--- config.mk ---
export PLATFORM = sky130hd
export DESIGN_NAME = acs_sequencer
export DESIGN_NICKNAME = d
export VERILOG_FILES = /design/src/rtl/acs_sequencer.v /design/src/rtl/acs_sync.v
export VERILOG_INCLUDE_DIRS = /design/src /design/src/rtl
export SDC_FILE = /design/constraint.sdc
export NUM_CORES = 1
export LEC_CHECK = 0
export ABC_AREA = 0
export BUFFER_PORTS_ARGS = -buffer_cell sky130_fd_sc_hd__buf_4
export CAP_MARGIN = 20
export CELL_PAD_IN_SITES_DETAIL_PLACEMENT = 0
export CELL_PAD_IN_SITES_GLOBAL_PLACEMENT = 1
export CORE_MARGIN = 8
export CORE_UTILIZATION = 40
export CTS_CLUSTER_SIZE = 24
export DETAILED_ROUTE_END_ITERATION = 6
export GPL_ROUTABILITY_DRIVEN = 0
export GPL_TIMING_DRIVEN = 1
export PLACE_DENSITY_LB_ADDON = 0.1
export SYNTH_ARGS = -nofsm -noshare
export SYNTH_HDL_FRONTEND = slang
export SYNTH_SLANG_ARGS = --single-unit
--- constraint.sdc ---
create_clock -name sys_clk -period 3 [get_ports sys_clk]
set_input_delay 0.6 -clock sys_clk [delete_from_list [all_inputs] [get_ports sys_clk]]
set_output_delay 0.6 -clock sys_clk [all_outputs]
set_load 0.01 [all_outputs]
--- src/rtl/acs_map.vh ---
// Constants for the conversion cycle sequencer
`ifndef ACS_MAP_VH
`define ACS_MAP_VH

// Timing
`define ACS_CLK_HZ 25000000
`define ACS_POR_TIME_US 4000
`define ACS_POR_CYCLES (`ACS_POR_TIME_US * (`ACS_CLK_HZ / 1000000))
`define ACS_CONV_TICKS 64
`define ACS_CAL_TICKS 16
`define ACS_INT_OSC_DIV 82
`define ACS_ISCK_DIV 4

// Output word layout
`define ACS_WORD_BITS 24
`define ACS_BIT_EOC 23
`define ACS_BIT_DUMMY 22
`define ACS_BIT_SIGN 21
`define ACS_RES_MSB 20
`define ACS_RES_LSB 4
`define ACS_RES_BITS 17
`define ACS_RES_OVER 17'h10000
`define ACS_RES_UNDER 17'h0FFFF

// Configuration: input_zero positive, input_one negative, 50/60 rejection, 1x, gain 1
`define ACS_CFG_BITS 16
`define ACS_CFG_DEFAULT 16'h0000

// Sequencer states
`define ACS_ST_CONV 2'h0
`define ACS_ST_SLEEP 2'h1
`define ACS_ST_DATA 2'h2

// Calibration phases
`define ACS_CAL_OFFSET 2'h0
`define ACS_CAL_FULL 2'h1
`define ACS_CAL_SAMPLE 2'h2

`endif

--- src/rtl/acs_sequencer.v ---
// Conversion cycle sequencer with serial output and configuration input
`timescale 1ns/100ps
`include "acs_map.vh"
module acs_sequencer #(
  parameter POR_CYCLES = `ACS_POR_CYCLES,
  parameter CONV_TICKS = `ACS_CONV_TICKS,
  parameter CAL_TICKS = `ACS_CAL_TICKS,
  parameter INT_OSC_DIV = `ACS_INT_OSC_DIV,
  parameter ISCK_DIV = `ACS_ISCK_DIV,
  parameter CFG_BITS = `ACS_CFG_BITS
) (
  // Clock and reset
  input wire sys_clk,
  input wire resetn,
  // Supply monitor
  input wire supplyLowPin,
  // Serial link
  input wire selectNPin,
  input wire sckPin,
  output reg sckOut,
  output reg sckOutEnN,
  input wire serialInPin,
  output reg serialOutPin,
  output reg serialOutEnN,
  // Conversion clock
  input wire convClkPin,
  input wire useExtConvClk,
  // Front end result
  input wire measSign,
  input wire [`ACS_RES_BITS-1:0] measBits,
  input wire measOver,
  input wire measUnder,
  // Front end control and status
  output reg [CFG_BITS-1:0] cfgActive,
  output reg convBusy,
  output reg [1:0] calPhase,
  output reg convDone,
  output reg internalClear,
  output reg sckExternal,
  output reg [1:0] seqState
);

  wire [4:0] syncIn;
  wire supplyLowS;
  wire selectNS;
  wire sckS;
  wire sdiS;
  wire convClkS;

  reg [23:0] porCnt;
  reg [1:0] state;
  reg prevSelectN;
  reg prevConvClk;
  reg [15:0] oscCnt;
  reg [15:0] convCnt;
  reg [`ACS_WORD_BITS-1:0] resultWord;
  reg [`ACS_WORD_BITS-1:0] outShift;
  reg [4:0] bitCount;
  reg [CFG_BITS-1:0] cfgShift;
  reg [15:0] genCnt;
  reg genSck;
  reg prevSck;
  reg extConvSel;

  wire effSck;
  wire sckRise;
  wire sckFall;
  wire selectFall;
  wire convTick;
  wire inData;
  wire lastTick;
  wire cfgFull;
  reg [`ACS_WORD_BITS-1:0] next_word;
  reg [1:0] next_state;
  reg next_sdo;
  reg next_sdoEnN;

  // Every pin is two flops away from the logic that reads it
  acs_sync #(
    .WIDTH(5)
  ) pinSync (
    .sys_clk(sys_clk),
    .resetn(resetn),
    .pinIn({supplyLowPin, selectNPin, sckPin, serialInPin, convClkPin}),
    .syncOut(syncIn)
  );

  assign supplyLowS = syncIn[4];
  assign selectNS = syncIn[3];
  assign sckS = syncIn[2];
  assign sdiS = syncIn[1];
  assign convClkS = syncIn[0];

  always @(posedge sys_clk or negedge resetn)
  begin
    if (!resetn)
    begin
      porCnt <= 24'h000000;
      internalClear <= 1'b1;
    end
    else if (supplyLowS)
    begin
      porCnt <= 24'h000000;
      internalClear <= 1'b1;
    end
    else if (porCnt < POR_CYCLES[23:0] - 24'h000001)
    begin
      porCnt <= porCnt + 24'h000001;
      internalClear <= 1'b1;
    end
    else
    begin
      internalClear <= 1'b0;
    end
  end

  // Conversion clock: internal divider or rising edges of the external pin
  always @(posedge sys_clk or negedge resetn)
  begin
    if (!resetn)
    begin
      oscCnt <= 16'h0000;
      prevConvClk <= 1'b0;
      extConvSel <= 1'b0;
    end
    else
    begin
      prevConvClk <= convClkS;
      extConvSel <= useExtConvClk;
      if (oscCnt >= INT_OSC_DIV[15:0] - 16'h0001)
        oscCnt <= 16'h0000;
      else
        oscCnt <= oscCnt + 16'h0001;
    end
  end

  assign convTick = extConvSel ? (convClkS & ~prevConvClk) : (oscCnt == 16'h0000);
  assign lastTick = convTick && (convCnt >= CONV_TICKS[15:0] - 16'h0001);

  // clamped codes mark over and underrange
  always @*
  begin
    next_word = {`ACS_WORD_BITS{1'b0}};
    if (measOver)
    begin
      next_word[`ACS_BIT_SIGN] = 1'b1;
      next_word[`ACS_RES_MSB:`ACS_RES_LSB] = `ACS_RES_OVER;
    end
    else if (measUnder)
    begin
      next_word[`ACS_BIT_SIGN] = 1'b0;
      next_word[`ACS_RES_MSB:`ACS_RES_LSB] = `ACS_RES_UNDER;
    end
    else
    begin
      next_word[`ACS_BIT_SIGN] = measSign;
      next_word[`ACS_RES_MSB:`ACS_RES_LSB] = measBits;
    end
  end

  // Serial clock: the internal generator runs only while a transfer is open
  assign inData = (state == `ACS_ST_DATA);
  assign effSck = sckExternal ? sckS : genSck;
  assign sckRise = inData && !selectNS && effSck && !prevSck;
  assign sckFall = inData && !selectNS && !effSck && prevSck;
  assign selectFall = !selectNS && prevSelectN;
  assign cfgFull = (bitCount >= CFG_BITS[4:0]);

  always @(posedge sys_clk or negedge resetn)
  begin
    if (!resetn)
    begin
      genCnt <= 16'h0000;
      genSck <= 1'b0;
      prevSck <= 1'b0;
      prevSelectN <= 1'b1;
      sckExternal <= 1'b0;
    end
    else if (internalClear)
    begin
      genCnt <= 16'h0000;
      genSck <= 1'b0;
      prevSck <= 1'b0;
      prevSelectN <= 1'b1;
      sckExternal <= !sckS;
    end
    else
    begin
      prevSck <= effSck;
      prevSelectN <= selectNS;
      if (selectFall)
        sckExternal <= !sckS;
      if (inData && !selectNS && !sckExternal)
      begin
        if (genCnt >= ISCK_DIV[15:0] - 16'h0001)
        begin
          genCnt <= 16'h0000;
          genSck <= !genSck;
        end
        else
          genCnt <= genCnt + 16'h0001;
      end
      else
      begin
        genCnt <= 16'h0000;
        genSck <= 1'b0;
      end
    end
  end

  // modes need no setting, one cycle order
  always @*
  begin
    next_state = state;
    case (state)
      `ACS_ST_CONV:
      begin
        if (lastTick)
          next_state = `ACS_ST_SLEEP;
      end
      `ACS_ST_SLEEP:
      begin
        if (!selectNS)
          next_state = `ACS_ST_DATA;
      end
      `ACS_ST_DATA:
      begin
        if (selectNS && bitCount == 5'h00)
          next_state = `ACS_ST_SLEEP;
        else if (selectNS)
          next_state = `ACS_ST_CONV;
        else if (sckFall && bitCount == `ACS_WORD_BITS)
          next_state = `ACS_ST_CONV;
      end
      default:
        next_state = `ACS_ST_CONV;
    endcase
  end

  always @(posedge sys_clk or negedge resetn)
  begin
    if (!resetn)
    begin
      state <= `ACS_ST_CONV;
      convCnt <= 16'h0000;
      convDone <= 1'b0;
      resultWord <= {`ACS_WORD_BITS{1'b0}};
      outShift <= {`ACS_WORD_BITS{1'b0}};
      bitCount <= 5'h00;
      cfgShift <= `ACS_CFG_DEFAULT;
      cfgActive <= `ACS_CFG_DEFAULT;
    end
    else if (internalClear)
    begin
      state <= `ACS_ST_CONV;
      convCnt <= 16'h0000;
      convDone <= 1'b0;
      resultWord <= {`ACS_WORD_BITS{1'b0}};
      outShift <= {`ACS_WORD_BITS{1'b0}};
      bitCount <= 5'h00;
      cfgShift <= `ACS_CFG_DEFAULT;
      cfgActive <= `ACS_CFG_DEFAULT;
    end
    else
    begin
      state <= next_state;
      convDone <= 1'b0;
      case (state)
        `ACS_ST_CONV:
        begin
          if (lastTick)
          begin
            convCnt <= 16'h0000;
            convDone <= 1'b1;
            resultWord <= next_word;
            outShift <= next_word;
          end
          else if (convTick)
            convCnt <= convCnt + 16'h0001;
          bitCount <= 5'h00;
        end
        `ACS_ST_SLEEP:
        begin
          convCnt <= 16'h0000;
          bitCount <= 5'h00;
        end
        `ACS_ST_DATA:
        begin
          if (next_state == `ACS_ST_SLEEP)
          begin
            outShift <= resultWord;
            bitCount <= 5'h00;
          end
          else if (next_state == `ACS_ST_CONV)
          begin
            if (cfgFull)
              cfgActive <= cfgShift;
            bitCount <= 5'h00;
          end
          else
          begin
            if (sckRise)
            begin
              if (!cfgFull)
                cfgShift <= {cfgShift[CFG_BITS-2:0], sdiS};
              bitCount <= bitCount + 5'h01;
            end
            if (sckFall)
              outShift <= {outShift[`ACS_WORD_BITS-2:0], 1'b0};
          end
        end
        default:
          bitCount <= 5'h00;
      endcase
    end
  end

  // data bits or busy flag while selected, tri-state otherwise
  always @*
  begin
    next_sdoEnN = 1'b1;
    next_sdo = 1'b0;
    if (!selectNS)
    begin
      next_sdoEnN = 1'b0;
      if (state == `ACS_ST_DATA && next_state == `ACS_ST_DATA)
        next_sdo = outShift[`ACS_WORD_BITS-1];
      // high once the new conversion begins
      else if (state == `ACS_ST_CONV || next_state == `ACS_ST_CONV)
        next_sdo = 1'b1;
      else
        next_sdo = 1'b0;
    end
  end

  always @(posedge sys_clk or negedge resetn)
  begin
    if (!resetn)
    begin
      serialOutPin <= 1'b0;
      serialOutEnN <= 1'b1;
      sckOut <= 1'b0;
      sckOutEnN <= 1'b1;
      convBusy <= 1'b0;
      calPhase <= `ACS_CAL_OFFSET;
      seqState <= `ACS_ST_CONV;
    end
    else if (internalClear)
    begin
      serialOutPin <= 1'b0;
      serialOutEnN <= 1'b1;
      sckOut <= 1'b0;
      sckOutEnN <= 1'b1;
      convBusy <= 1'b0;
      calPhase <= `ACS_CAL_OFFSET;
      seqState <= `ACS_ST_CONV;
    end
    else
    begin
      serialOutPin <= next_sdo;
      serialOutEnN <= next_sdoEnN;
      sckOut <= genSck;
      sckOutEnN <= !(inData && !selectNS && !sckExternal);
      convBusy <= (state == `ACS_ST_CONV);
      seqState <= state;
      if (state != `ACS_ST_CONV)
        calPhase <= `ACS_CAL_OFFSET;
      else if (convCnt < CAL_TICKS[15:0])
        calPhase <= `ACS_CAL_OFFSET;
      else if (convCnt < {CAL_TICKS[14:0], 1'b0})
        calPhase <= `ACS_CAL_FULL;
      else
        calPhase <= `ACS_CAL_SAMPLE;
    end
  end

endmodule // acs_sequencer

--- src/rtl/acs_sync.v ---
// Two-flop synchroniser for pins entering the system clock domain
`timescale 1ns/100ps
module acs_sync #(
  parameter WIDTH = 1
) (
  // Clock and reset
  input wire sys_clk,
  input wire resetn,
  // Pins
  input wire [WIDTH-1:0] pinIn,
  // Synchronised levels
  output reg [WIDTH-1:0] syncOut
);

  reg [WIDTH-1:0] stage1;

  always @(posedge sys_clk or negedge resetn)
  begin
    if (!resetn)
    begin
      stage1 <= {WIDTH{1'b0}};
      syncOut <= {WIDTH{1'b0}};
    end
    else
    begin
      stage1 <= pinIn;
      syncOut <= stage1;
    end
  end

endmodule // acs_sync

# Word-level counts from Yosys, hierarchy flattened

Index checks and enable logic that the tools add are counted.

$add $sub $neg: 5
Order comparisons: 7
Equal/unequal tests: 14
Mux-type cells: 71
Bitwise operators: 2
Reduce and logical (&&, ||, !) cells: 39

Operator list:

| operator                                                                             | number |
|---|---|
| 16-bit two-way mux                                                                   | 18 |
| 24-bit two-way mux                                                                   | 9 |
| 16-bit by 1-bit adder with 16-bit output, second input constant                      | 3 |
| 24-bit case mux with 2 select lines                                                  | 1 |
| 18-bit two-way mux                                                                   | 2 |
| 16-bit case mux with 2 select lines                                                  | 1 |
| 5-bit two-way mux                                                                    | 5 |
| 24-bit by 1-bit adder with 24-bit output, second input constant                      | 1 |
| 24-bit by 17-bit < comparator with 1-bit output, second input constant               | 1 |
| 1-bit two-way mux                                                                    | 23 |
| 2-bit two-way mux                                                                    | 11 |
| 2-bit nonzero test                                                                   | 9 |
| 16-bit by 2-bit greater-or-equal comparator with 1-bit output, second input constant | 1 |
| 16-bit by 6-bit greater-or-equal comparator with 1-bit output, second input constant | 1 |
| 16-bit by 7-bit greater-or-equal comparator with 1-bit output, second input constant | 1 |
| 16-bit zero test                                                                     | 1 |
| 16-bit by 5-bit < comparator with 1-bit output, second input constant                | 1 |
| 16-bit by 6-bit < comparator with 1-bit output, second input constant                | 1 |
| 1-bit logical AND                                                                    | 11 |
| 4-bit inequality test, second input constant                                         | 2 |
| 4-bit AND reduction                                                                  | 2 |
| 1-bit zero test                                                                      | 7 |
| 2-bit inequality test, second input constant                                         | 3 |
| 3-bit inequality test, second input constant                                         | 2 |
| other kinds (16)                                                                     | 21 |

Flip-flop bits (word level): 186
Output and inout bits: 28
Word-level logic and storage cells: 165

# Logic depth before layout (Yosys ltp)

Gate-level depths: netlist of run 1.

Depth after elaboration: 15
Mapped depth: 9
Depth with buffers taken out: 7

# Modules after synthesis

From an unflattened synthesis of run 1, not the netlist that was laid out.

Cell total of the unflattened synthesis: 729
Area, all modules: 7636.1 um^2

By module, submodules not included:

| module        | times used | cells each | area each (um^2) | seq. area each (um^2) |
|---|---|---|---|---|
| acs_sequencer | 1          | 719        | 7385.8           | 4132.7 |
| acs_sync      | 1          | 10         | 250.2            | 250.2 |

# Worst setup path before layout of run 1

Ideal clock, no wire load.

Kind: register to register
From: register bitCount[0]
To: register outShift[14]
Setup time: 125 ps
Arrival: 2035 ps
Data required time: 2875 ps
Path slack: 840 ps
Cell stages (with the launch flop): 9
Path buffers: 1
Period minus slack after synthesis: 2160 ps
Path through: dfrtp_1 -> inv_1 -> ha_1 -> nor4b_4 -> a31oi_4 -> a221oi_2 -> a21bo_4 -> buf_12 -> mux2_4

Longest elaborated chain between the ends: 10

Ends and longest elaborated chain:

| item                                               | RTL line            | RTL |
|---|---|---|
| start, declared                                    | acs_sequencer.v:58  | `reg [4:0] bitCount;` |
| start signal, assigned                             | acs_sequencer.v:306 | `bitCount <= bitCount + 5'h01;` |
| 5-bit == test (no line)                            | -                   |  |
| 1-bit logical AND (no line)                        | -                   |  |
| 2-bit two-way mux                                  | acs_sequencer.v:232 | `` else if (sckFall && bitCount == `ACS_WORD_BITS) `` |
| 2-bit two-way mux                                  | acs_sequencer.v:230 | `else if (selectNS)` |
| 2-bit two-way mux *                                | acs_sequencer.v:228 | `if (selectNS && bitCount == 5'h00)` |
| 2-bit case mux with 3 select lines *               | acs_sequencer.v:215 | `case (state)` |
| 2-bit by 1-bit == test with 1-bit output (no line) | -                   |  |
| 24-bit two-way mux                                 | acs_sequencer.v:289 | `` if (next_state == `ACS_ST_SLEEP) `` |
| 24-bit case mux with 2 select lines                | acs_sequencer.v:268 | `case (state)` |
| 24-bit two-way mux                                 | acs_sequencer.v:253 | `else if (internalClear)` |
| end signal, assigned                               | acs_sequencer.v:259 | `` outShift <= {`ACS_WORD_BITS{1'b0}}; `` |
| end signal, assigned                               | acs_sequencer.v:276 | `outShift <= next_word;` |
| end signal, assigned                               | acs_sequencer.v:291 | `outShift <= resultWord;` |
| end, declared                                      | acs_sequencer.v:57  | `` reg [`ACS_WORD_BITS-1:0] outShift; `` |

Mark *: on every way between the ends. The rest lies on a longest branch, timed or not.
A chain may end at the register's enable or synchronous reset.

# Worst setup path in the final report of run 1

From: register bitCount[0]
To: register outShift[18]

Same word-level chain as after synthesis.

==> summary.txt, run 1 <==
Setup path
  – CP Class: reg2reg
  – Worst r2r path cells: 7
  – Crit path DAT: ~2800 ps
  – CP startpoint kind: flop
  – Worst Path Required: between 3000 and 4000 ps
  – Setup crit end kind: flop
  – Largest fanout on the critical path: 20

STA
  – Hold Worst Slack: 105 ps
  – Rel. slew slack: 0.420
  – Post-layout min period: 2500 ps
  – Final setup vio count: 0
  – Slew @ Worst Pin: 870 ps
  – Fmax achieved: roughly 400 MHz
  – Final setup skew: 12.3 ps
  – Endpoints failing hold: 0
  – Final setup margin: 499 ps
  – Setup TNS Final: 0 ps
  – Period Utilization, post-route: 0.834
  – Max Slew Vio Count: 0
  – RSZ-0062 raised after global routing: false

Synthesis
  – Yosys reg bits: 175
  – Multiplexer share of the synthesized area: 0.0837
  – Adder-cell share of the synthesized area: 0.0145
  – Cell taking the most area after synthesis: dfrtp_1
  – Yosys top cell area share: 0.556
  – Cell Area, Synth: 7740 µm²
  – Most frequent cell after synthesis: dfrtp_1
  – Synth Flop Type: dfrtp_1
  – Seq/Total Area, Yosys: 0.566
  – Synth cell types: 64
  – Synth async-reset ratio: 1.00
  – Post-synthesis simple-gate area fraction: 0.164
  – Largest family of logic cells by synthesized area: simple AND/OR/NAND/NOR gates
  – Post-synthesis compound-gate area fraction: 0.119
  – Mean Syn Cell Area: roughly 11 µm²
  – Synth Warn #: 0
  – Cell count after synthesis: 701
  – Synth top area cells: dfrtp_1 (56%), nand2_1 (4.5%), mux2i_1 (4.4%), mux2_4 (3.7%), a21oi_1 (2.6%)
  – Synth top cells by count: dfrtp_1 (172), nand2_1 (92), nor2_1 (53), a21oi_1 (40), mux2i_1 (34)
  – Number of enable flip-flop cells after synthesis: 0
  – Synth Area in XOR/XNOR: 0.0147

Power
  – Power per cell area: 512 nW/µm²
  – Clock share of power: 0.459
  – Pleak: between 4 and 5 nW
  – Sw Pwr: around 0.0011 W
  – Part of the power in combinational logic: 0.024
  – Pint: 0.00359 W
  – Power consumption: 0.00465 W
  – Sw Share: 0.228
  – Sequential power share: 0.517
  – Peak supply drop: 0.000339 V

Run
  – Max-cap viol count: 0

Placed design
  – Dpl ws: approximately 480 ps
  – DP HPWL: 11300 µm
  – PortBufs: 55

Drt
  – Vias: 5422
  – DRC viols: 0
  – Post-route ant nets: 0
  – Routed WL per cell: 15.9 µm
  – Routed vias/inst: a little over 5
  – WL met2: 8040 µm
  – Post-Route WL: 16800 µm
  – TritonRoute pass-1 iters: 5
  – Metal-1 WL: 8010 µm
  – Uppermost layer routed: met4
  – Starting DRT DRC Count: about 310
  – Met3 WL: approximately 480 µm

Die
  – I/O Pins: 56
  – Starting Density: 0.403
  – Die Y: 155 µm
  – Row count: between 50 and 60
  – DIE WIDTH: 155 µm
  – Die ar.: approximately 24000 µm²
  – Core Region: a little under 20000 µm²

Clock network
  – Clk Latency, worst-skew pair: 420 ps
  – CTS tree: done
  – Num Clock Sinks: 175
  – Post-CTS Hold Fix Bufs: 0
  – Root Driver: clkbuf_16
  – CTS H-Tree Depth: 4
  – TritonCTS buffer count: 17
  – CTS Buffer Depth: 2
  – Post-CTS setup buffers: 0
  – Register clock-pin slew on the reported worst setup and hold paths: 70 ps
  – # resized after CTS: 0

Global route
  – Gr usage total: 0.147
  – Largest net degree at the start of global routing: 91
  – First-pass GRT wire length: 28600 µm
  – Initial antenna violation count: 0
  – Global route overflow: 0
  – Number of global-route vias before repair: 5600

Min path
  – Worst Hold Class: in2async

Cells and area
  – Net count, final: approximately 800
  – Fillers: roughly 1800
  – Share of cells above drive strength 1: 0.172
  – # diodes: 0
  – Layout area overhead: 17.4%

Run status
  – Status: complete, no violations
==> state kept, by name, summed over array words and instances (netlist names), 5 cells and up <==
register / count
oscCnt: 16
resultWord: 18
genCnt: 16
bitCount: 5
outShift: 20
cfgShift: 16
convCnt: 16
pinSync.stage1: 5
cfgActive: 16
porCnt: 24
pinSync.syncOut: 5
==> metrics by stage <==
| stage | util | cell area (µm²) | std cells |
|---|---|---|---|
| finish | 0.473 | 9090 | 1055 |
| global route | 0.473 | 9090 | 1055 |
| CTS | 0.473 | 9090 | 1055 |
| detailed placement | 0.444 | 8530 | 1024 |
| global placement | 0.444 | 8530 | 1024 |
| floorplan | - | 7820 | 723 |
==> cells in the final DEF, fill, tap and decap left out, types with 7 or more instances in the layout <==
cell type  netlist  routed
mux2i_1         34      34
a41oi_1          7       7
or4_1            9       9
nor4_1          10      10
a21oi_1         40      40
inv_1           21      21
buf_4            3      71
clkbuf_16        0      17
conb_1           1      23
nor2_1          53      53
nand3_1         14      14
nor2b_1         12      12
mux2_4          19      19
nand2_1         92      92
a22oi_1          7       7
nand4_1         12      12
o21ai_0         19      19
xor2_1           7       7
ha_1             9       9
nor3_1          10      10
dfrtp_1        172     172
a32oi_1         15      15
and3_1          11      11
o31ai_1          9       9
==> path summary, 6_finish.rpt <==
path | to | startpoint | slack [ps]
worst max register to register | outShift[18] | bitCount[0] | 500
min in group sys_clk | extConvSel | useExtConvClk | 280
worst min-delay path | porCnt[23] | resetn | 110
worst min register to register | pinSync.syncOut[2] | pinSync.stage1[2] | 350
max in group asynchronous | internalClear | resetn | 2040
worst max-delay path | outShift[18] | bitCount[0] | 500
==> cells by family (layout without fill, tap and decap cells) <==
logic type,Yosys count,in the layout
AND/OR/NAND/NOR,253,253
flip-flops,175,175
AO/OA/AOI/OAI,134,134
buffers and inverters,61,128
multiplexers,55,55
XOR/XNOR,13,13
adder cells (fa/ha/maj),9,9
other,1,23
==> power groups by stage <==
stage	combinational [W]	sequential, W	clock (W)
after floorplan	0.0000305	0.00244	0
after global placement	0.000116	0.00245	0
after detailed placement	0.000118	0.00245	0
after CTS	0.000118	0.00240	0.00219
after global routing	0.000132	0.00241	0.00229
final	0.000114	0.00240	0.00213
==> critical path: stages (launching register included) <==
cell	delay, ps
dfrtp_1	420
inv_1	70
ha_1	180
nor4b_4	350
a31oi_4	310
a221oi_2	310
a21bo_4	380
mux2_4	350
==> layer usage <==
layer | up-vias | GRT usage
li1 | 2623 | -
met1 | 2713 | 0.191
met2 | 72 | 0.238
met3 | 14 | 0.0363
met4 | 0 | 0.0467
met5 | - | 0
==> area by class of cell <==
| class | count | area (µm²) | area share |
|---|---|---|---|
| sequential | 175 | 4380 | 0.482 |
| multi-input combinational | 487 | 3160 | 0.347 |
| timing repair buffer | 73 | 564 | 0.0621 |
| clock buffer | 19 | 433 | 0.0476 |
| tap | 265 | 332 | 0.0365 |
| clock inverter | 12 | 129 | 0.0142 |
| inverter | 24 | 90.1 | 0.00991 |
No activity file was read; power rests on OpenSTA's default activity.
==> run 2: changes to the inputs <==
--- a/config.mk
+++ b/config.mk
@@ -6,7 +6,7 @@
 export SDC_FILE = /design/constraint.sdc
 export NUM_CORES = 1
 export LEC_CHECK = 0
-export ABC_AREA = 0
+export ABC_AREA = 1
 export BUFFER_PORTS_ARGS = -buffer_cell sky130_fd_sc_hd__buf_4
 export CAP_MARGIN = 20
 export CELL_PAD_IN_SITES_DETAIL_PLACEMENT = 0
==> constraint.sdc (replaced) <==
create_clock -name sys_clk -period 2.1 [get_ports sys_clk]
set_input_delay 0.42 -clock sys_clk [delete_from_list [all_inputs] [get_ports sys_clk]]
set_output_delay 0.42 -clock sys_clk [all_outputs]
set_load 0.01 [all_outputs]
==> run 2 against run 1 <==
Worst setup slack worse by 320 ps. Hold slack lost 17 ps. Total power increased by 47%. Die area rose by 2.0%. Sequential cell count unchanged. Clock power up 51%. Maximum frequency increased by 30%. Area after synthesis grew 2.2%. Critical path depth increased by 2. Core utilization grew 1.8 points. Synthesized cell count increased by 36%. Largest cell class unchanged.
==> summary.txt, run 2 <==
Run status
  – Status: complete, no violations

Power
  – Pint: 0.00521 W
  – Sw Share: 0.237
  – Sw Pwr: 0.00162 W
  – Power per cell area: 715 nW/µm²
  – Pleak: 4.54 nW
  – Clock share of power: 0.471
  – Peak supply drop: between 0.0004 and 0.0005 V
  – Sequential power share: 0.502
  – Part of the power in combinational logic: 0.027

Setup path
  – R2r startpoint: porCnt[1]
  – Crit path DAT: 2240 ps
  – Worst path slowest cell: dfrtp_1
  – Critical Path, Cell by Cell: ha_1, nand2_1, nor2_1, o31a_1, o21bai_1, nand2_1, nand2_1, buf_4, o21ai_0
  – Critical Path Source: porCnt[1]
  – Largest fanout on the critical path: 8
  – Critical path's most frequent cell: nand2_1
  – Worst path max stage delay: 410 ps
  – Setup crit end kind: flop
  – CP Class: reg2reg
  – CP startpoint kind: flop
  – Worst Path Required: 2420 ps
  – Worst r2r path cells: 9
  – Reg2Reg Setup Slack: 180 ps
  – R2r endpoint: porCnt[11]

Synthesis
  – Mean Syn Cell Area: 8.31 µm²
  – Synth Warn #: 0
  – Yosys top cell area share: 0.544
  – Synth top cells by count: nand2_1 (215), dfrtp_1 (172), nor2_1 (159), inv_1 (126), nand3_1 (54)
  – Cell Area, Synth: 7910 µm²
  – Cell taking the most area after synthesis: dfrtp_1
  – Synth Flop Type: dfrtp_1
  – Number of enable flip-flop cells after synthesis: 0
  – Cell count after synthesis: 952
  – Synth top area cells: dfrtp_1 (54%), nand2_1 (10%), nor2_1 (7.5%), inv_1 (6.0%), nand3_1 (3.4%)
  – Synth async-reset ratio: 1.00
  – Seq/Total Area, Yosys: 0.554
  – Yosys reg bits: 175
  – Most frequent cell after synthesis: nand2_1
  – Synth cell types: 39

Global route
  – Gr usage total: 0.156
  – Initial antenna violation count: 0
  – Largest net degree at the start of global routing: 59
  – First-pass GRT wire length: 30500 µm
  – Global route overflow: 0
  – Number of global-route vias before repair: ~6100

STA
  – Final setup margin: 181 ps
  – Final setup vio count: 0
  – Fmax achieved: 521 MHz
  – Setup TNS Final: 0 ps
  – Endpoints failing hold: 0
  – Slew @ Worst Pin: about 580 ps
  – Period Utilization, post-route: 0.914
  – RSZ-0062 raised after global routing: false
  – Rel. slew slack: 0.614
  – Final setup skew: 16.3 ps
  – Max Slew Vio Count: 0
  – Post-layout min period: 1920 ps

Clock network
  – TritonCTS buffer count: 17
  – Root Driver: clkbuf_16
  – CTS tree: done
  – CTS H-Tree Depth: 4
  – Num Clock Sinks: 175
  – Register clock-pin slew on the reported worst setup and hold paths: 70 ps
  – Clk Latency, worst-skew pair: between 400 and 500 ps
  – CTS Buffer Depth: 2

Min path
  – Worst hold start: supplyLowPin
  – Hold EP: pinSync.stage1[4]
  – WHS Path Cells: 1
  – Worst Hold Class: in2reg

Placed design
  – Dpl ws: 130 ps
  – PortBufs: 55
  – Placed instance area: just under 9000 µm²
  – DP HPWL: 12300 µm

Drt
  – Starting DRT DRC Count: 382
  – TritonRoute pass-1 iters: 4
  – Vias: between 6000 and 7000
  – Routed vias/inst: 4.64
  – Post-Route WL: approximately 18000 µm
  – Post-route ant nets: 0
  – DRC viols: 0
  – Routed WL per cell: 13.5 µm

Run
  – Max-cap viol count: 0

Cells and area
  – Commonest non-fill, non-tap cell in the layout: nand2_1
  – Register name with the most flops: porCnt
  – Net count, final: 1089
  – Largest regs: porCnt: 24 flops, outShift: 20 flops, resultWord: 18 flops
  – Layout area overhead: 20.9%
  – Util after Layout: 0.491
  – # diodes: 0
  – Finished Cell Area: 9570 µm²
  – Share of cells above drive strength 1: 0.133
  – Most frequent cells in the layout: nand2_1 (213), dfrtp_1 (172), nor2_1 (159)
  – Number of flip-flops in the largest register: 24

Die
  – Die Y: 157 µm
  – Die ar.: 24500 µm²
  – Row count: 51
  – Starting Density: 0.407
  – DIE WIDTH: 157 µm
  – I/O Pins: 56
  – Core Region: 19500 µm²
[run 2: repair_timing]
action	CTS	global route
setup endpoints to repair	0	20
hold buffers	1	0
resized for setup	0	5
buffers inserted	0	1
hold endpoints to repair	51	0
[run 2: logic make-up after synthesis]
kind of cell | count (synthesis) | synth area share
buffers and inverters | 166 | 0.0827
and+or+nand+nor | 473 | 0.250
DFF | 175 | 0.554
adders and majority gates | 9 | 0.0142
xor gates and xnor gates | 14 | 0.0155
muxes | 1 | 0.00126
AOI/OAI and AO/OA | 113 | 0.0819
other | 1 | 0.000474
[run 2: worst max-delay path by stage]
stage | to | slack [ps]
6_report | porCnt[11] | 180
3_3_place_gp | outShift[12] | 150
3_5_place_dp | outShift[12] | 130
4_1_cts | outShift[21] | 110
5_1_grt | outShift[9] | 2
2_1_floorplan | cfgActive[10] | 270
[run 2: power groups by stage]
| stage | Clock, W | Combinational, W | Sequential, W |
|---|---|---|---|
| floorplan | 0 | 0.0000466 | 0.00349 |
| global placement | 0 | 0.000193 | 0.00349 |
| detailed placement | 0 | 0.000193 | 0.00349 |
| CTS | 0.00333 | 0.000195 | 0.00343 |
| global route | 0.00346 | 0.000217 | 0.00343 |
| finish | 0.00322 | 0.000187 | 0.00343 |
[run 2: critical path: cells and delay by family, from the launching register on]
family | cells | cell delay [ps]
and+or+nand+nor | 4 | 420
adders and majority gates | 1 | 230
buffers and inverters | 1 | 180
DFF | 1 | 410
AOI/OAI and AO/OA | 3 | 560
[run 2: through the flow]
| step | total power, W | hold slack (ps) | std cells |
|---|---|---|---|
| final | 0.00683 | 88.1 | 1330 |
| after detailed placement | 0.00369 | 336 | 1296 |
| after global routing | 0.00710 | 68.2 | 1330 |
| after global placement | 0.00369 | 335 | 1296 |
| after CTS | 0.00695 | 70.4 | 1329 |
| after floorplan | 0.00354 | 124 | 974 |
[run 2: per-layer routing]
layer  global-route usage  share of wire
met5                    0              0
met4               0.0517          0.011
met3               0.0339          0.035
met2                0.254           0.47
met1                0.204           0.48
[run 2: cell type report]
class,instances,area [µm²]
Inverter,134,503
Timing Repair Buffer,91,772
Clock inverter,14,168
Fill cell,1952,9900
Tap cell,265,332
Sequential cell,175,4380
Clock buffer,18,439
Multi-Input combinational cell,633,2970
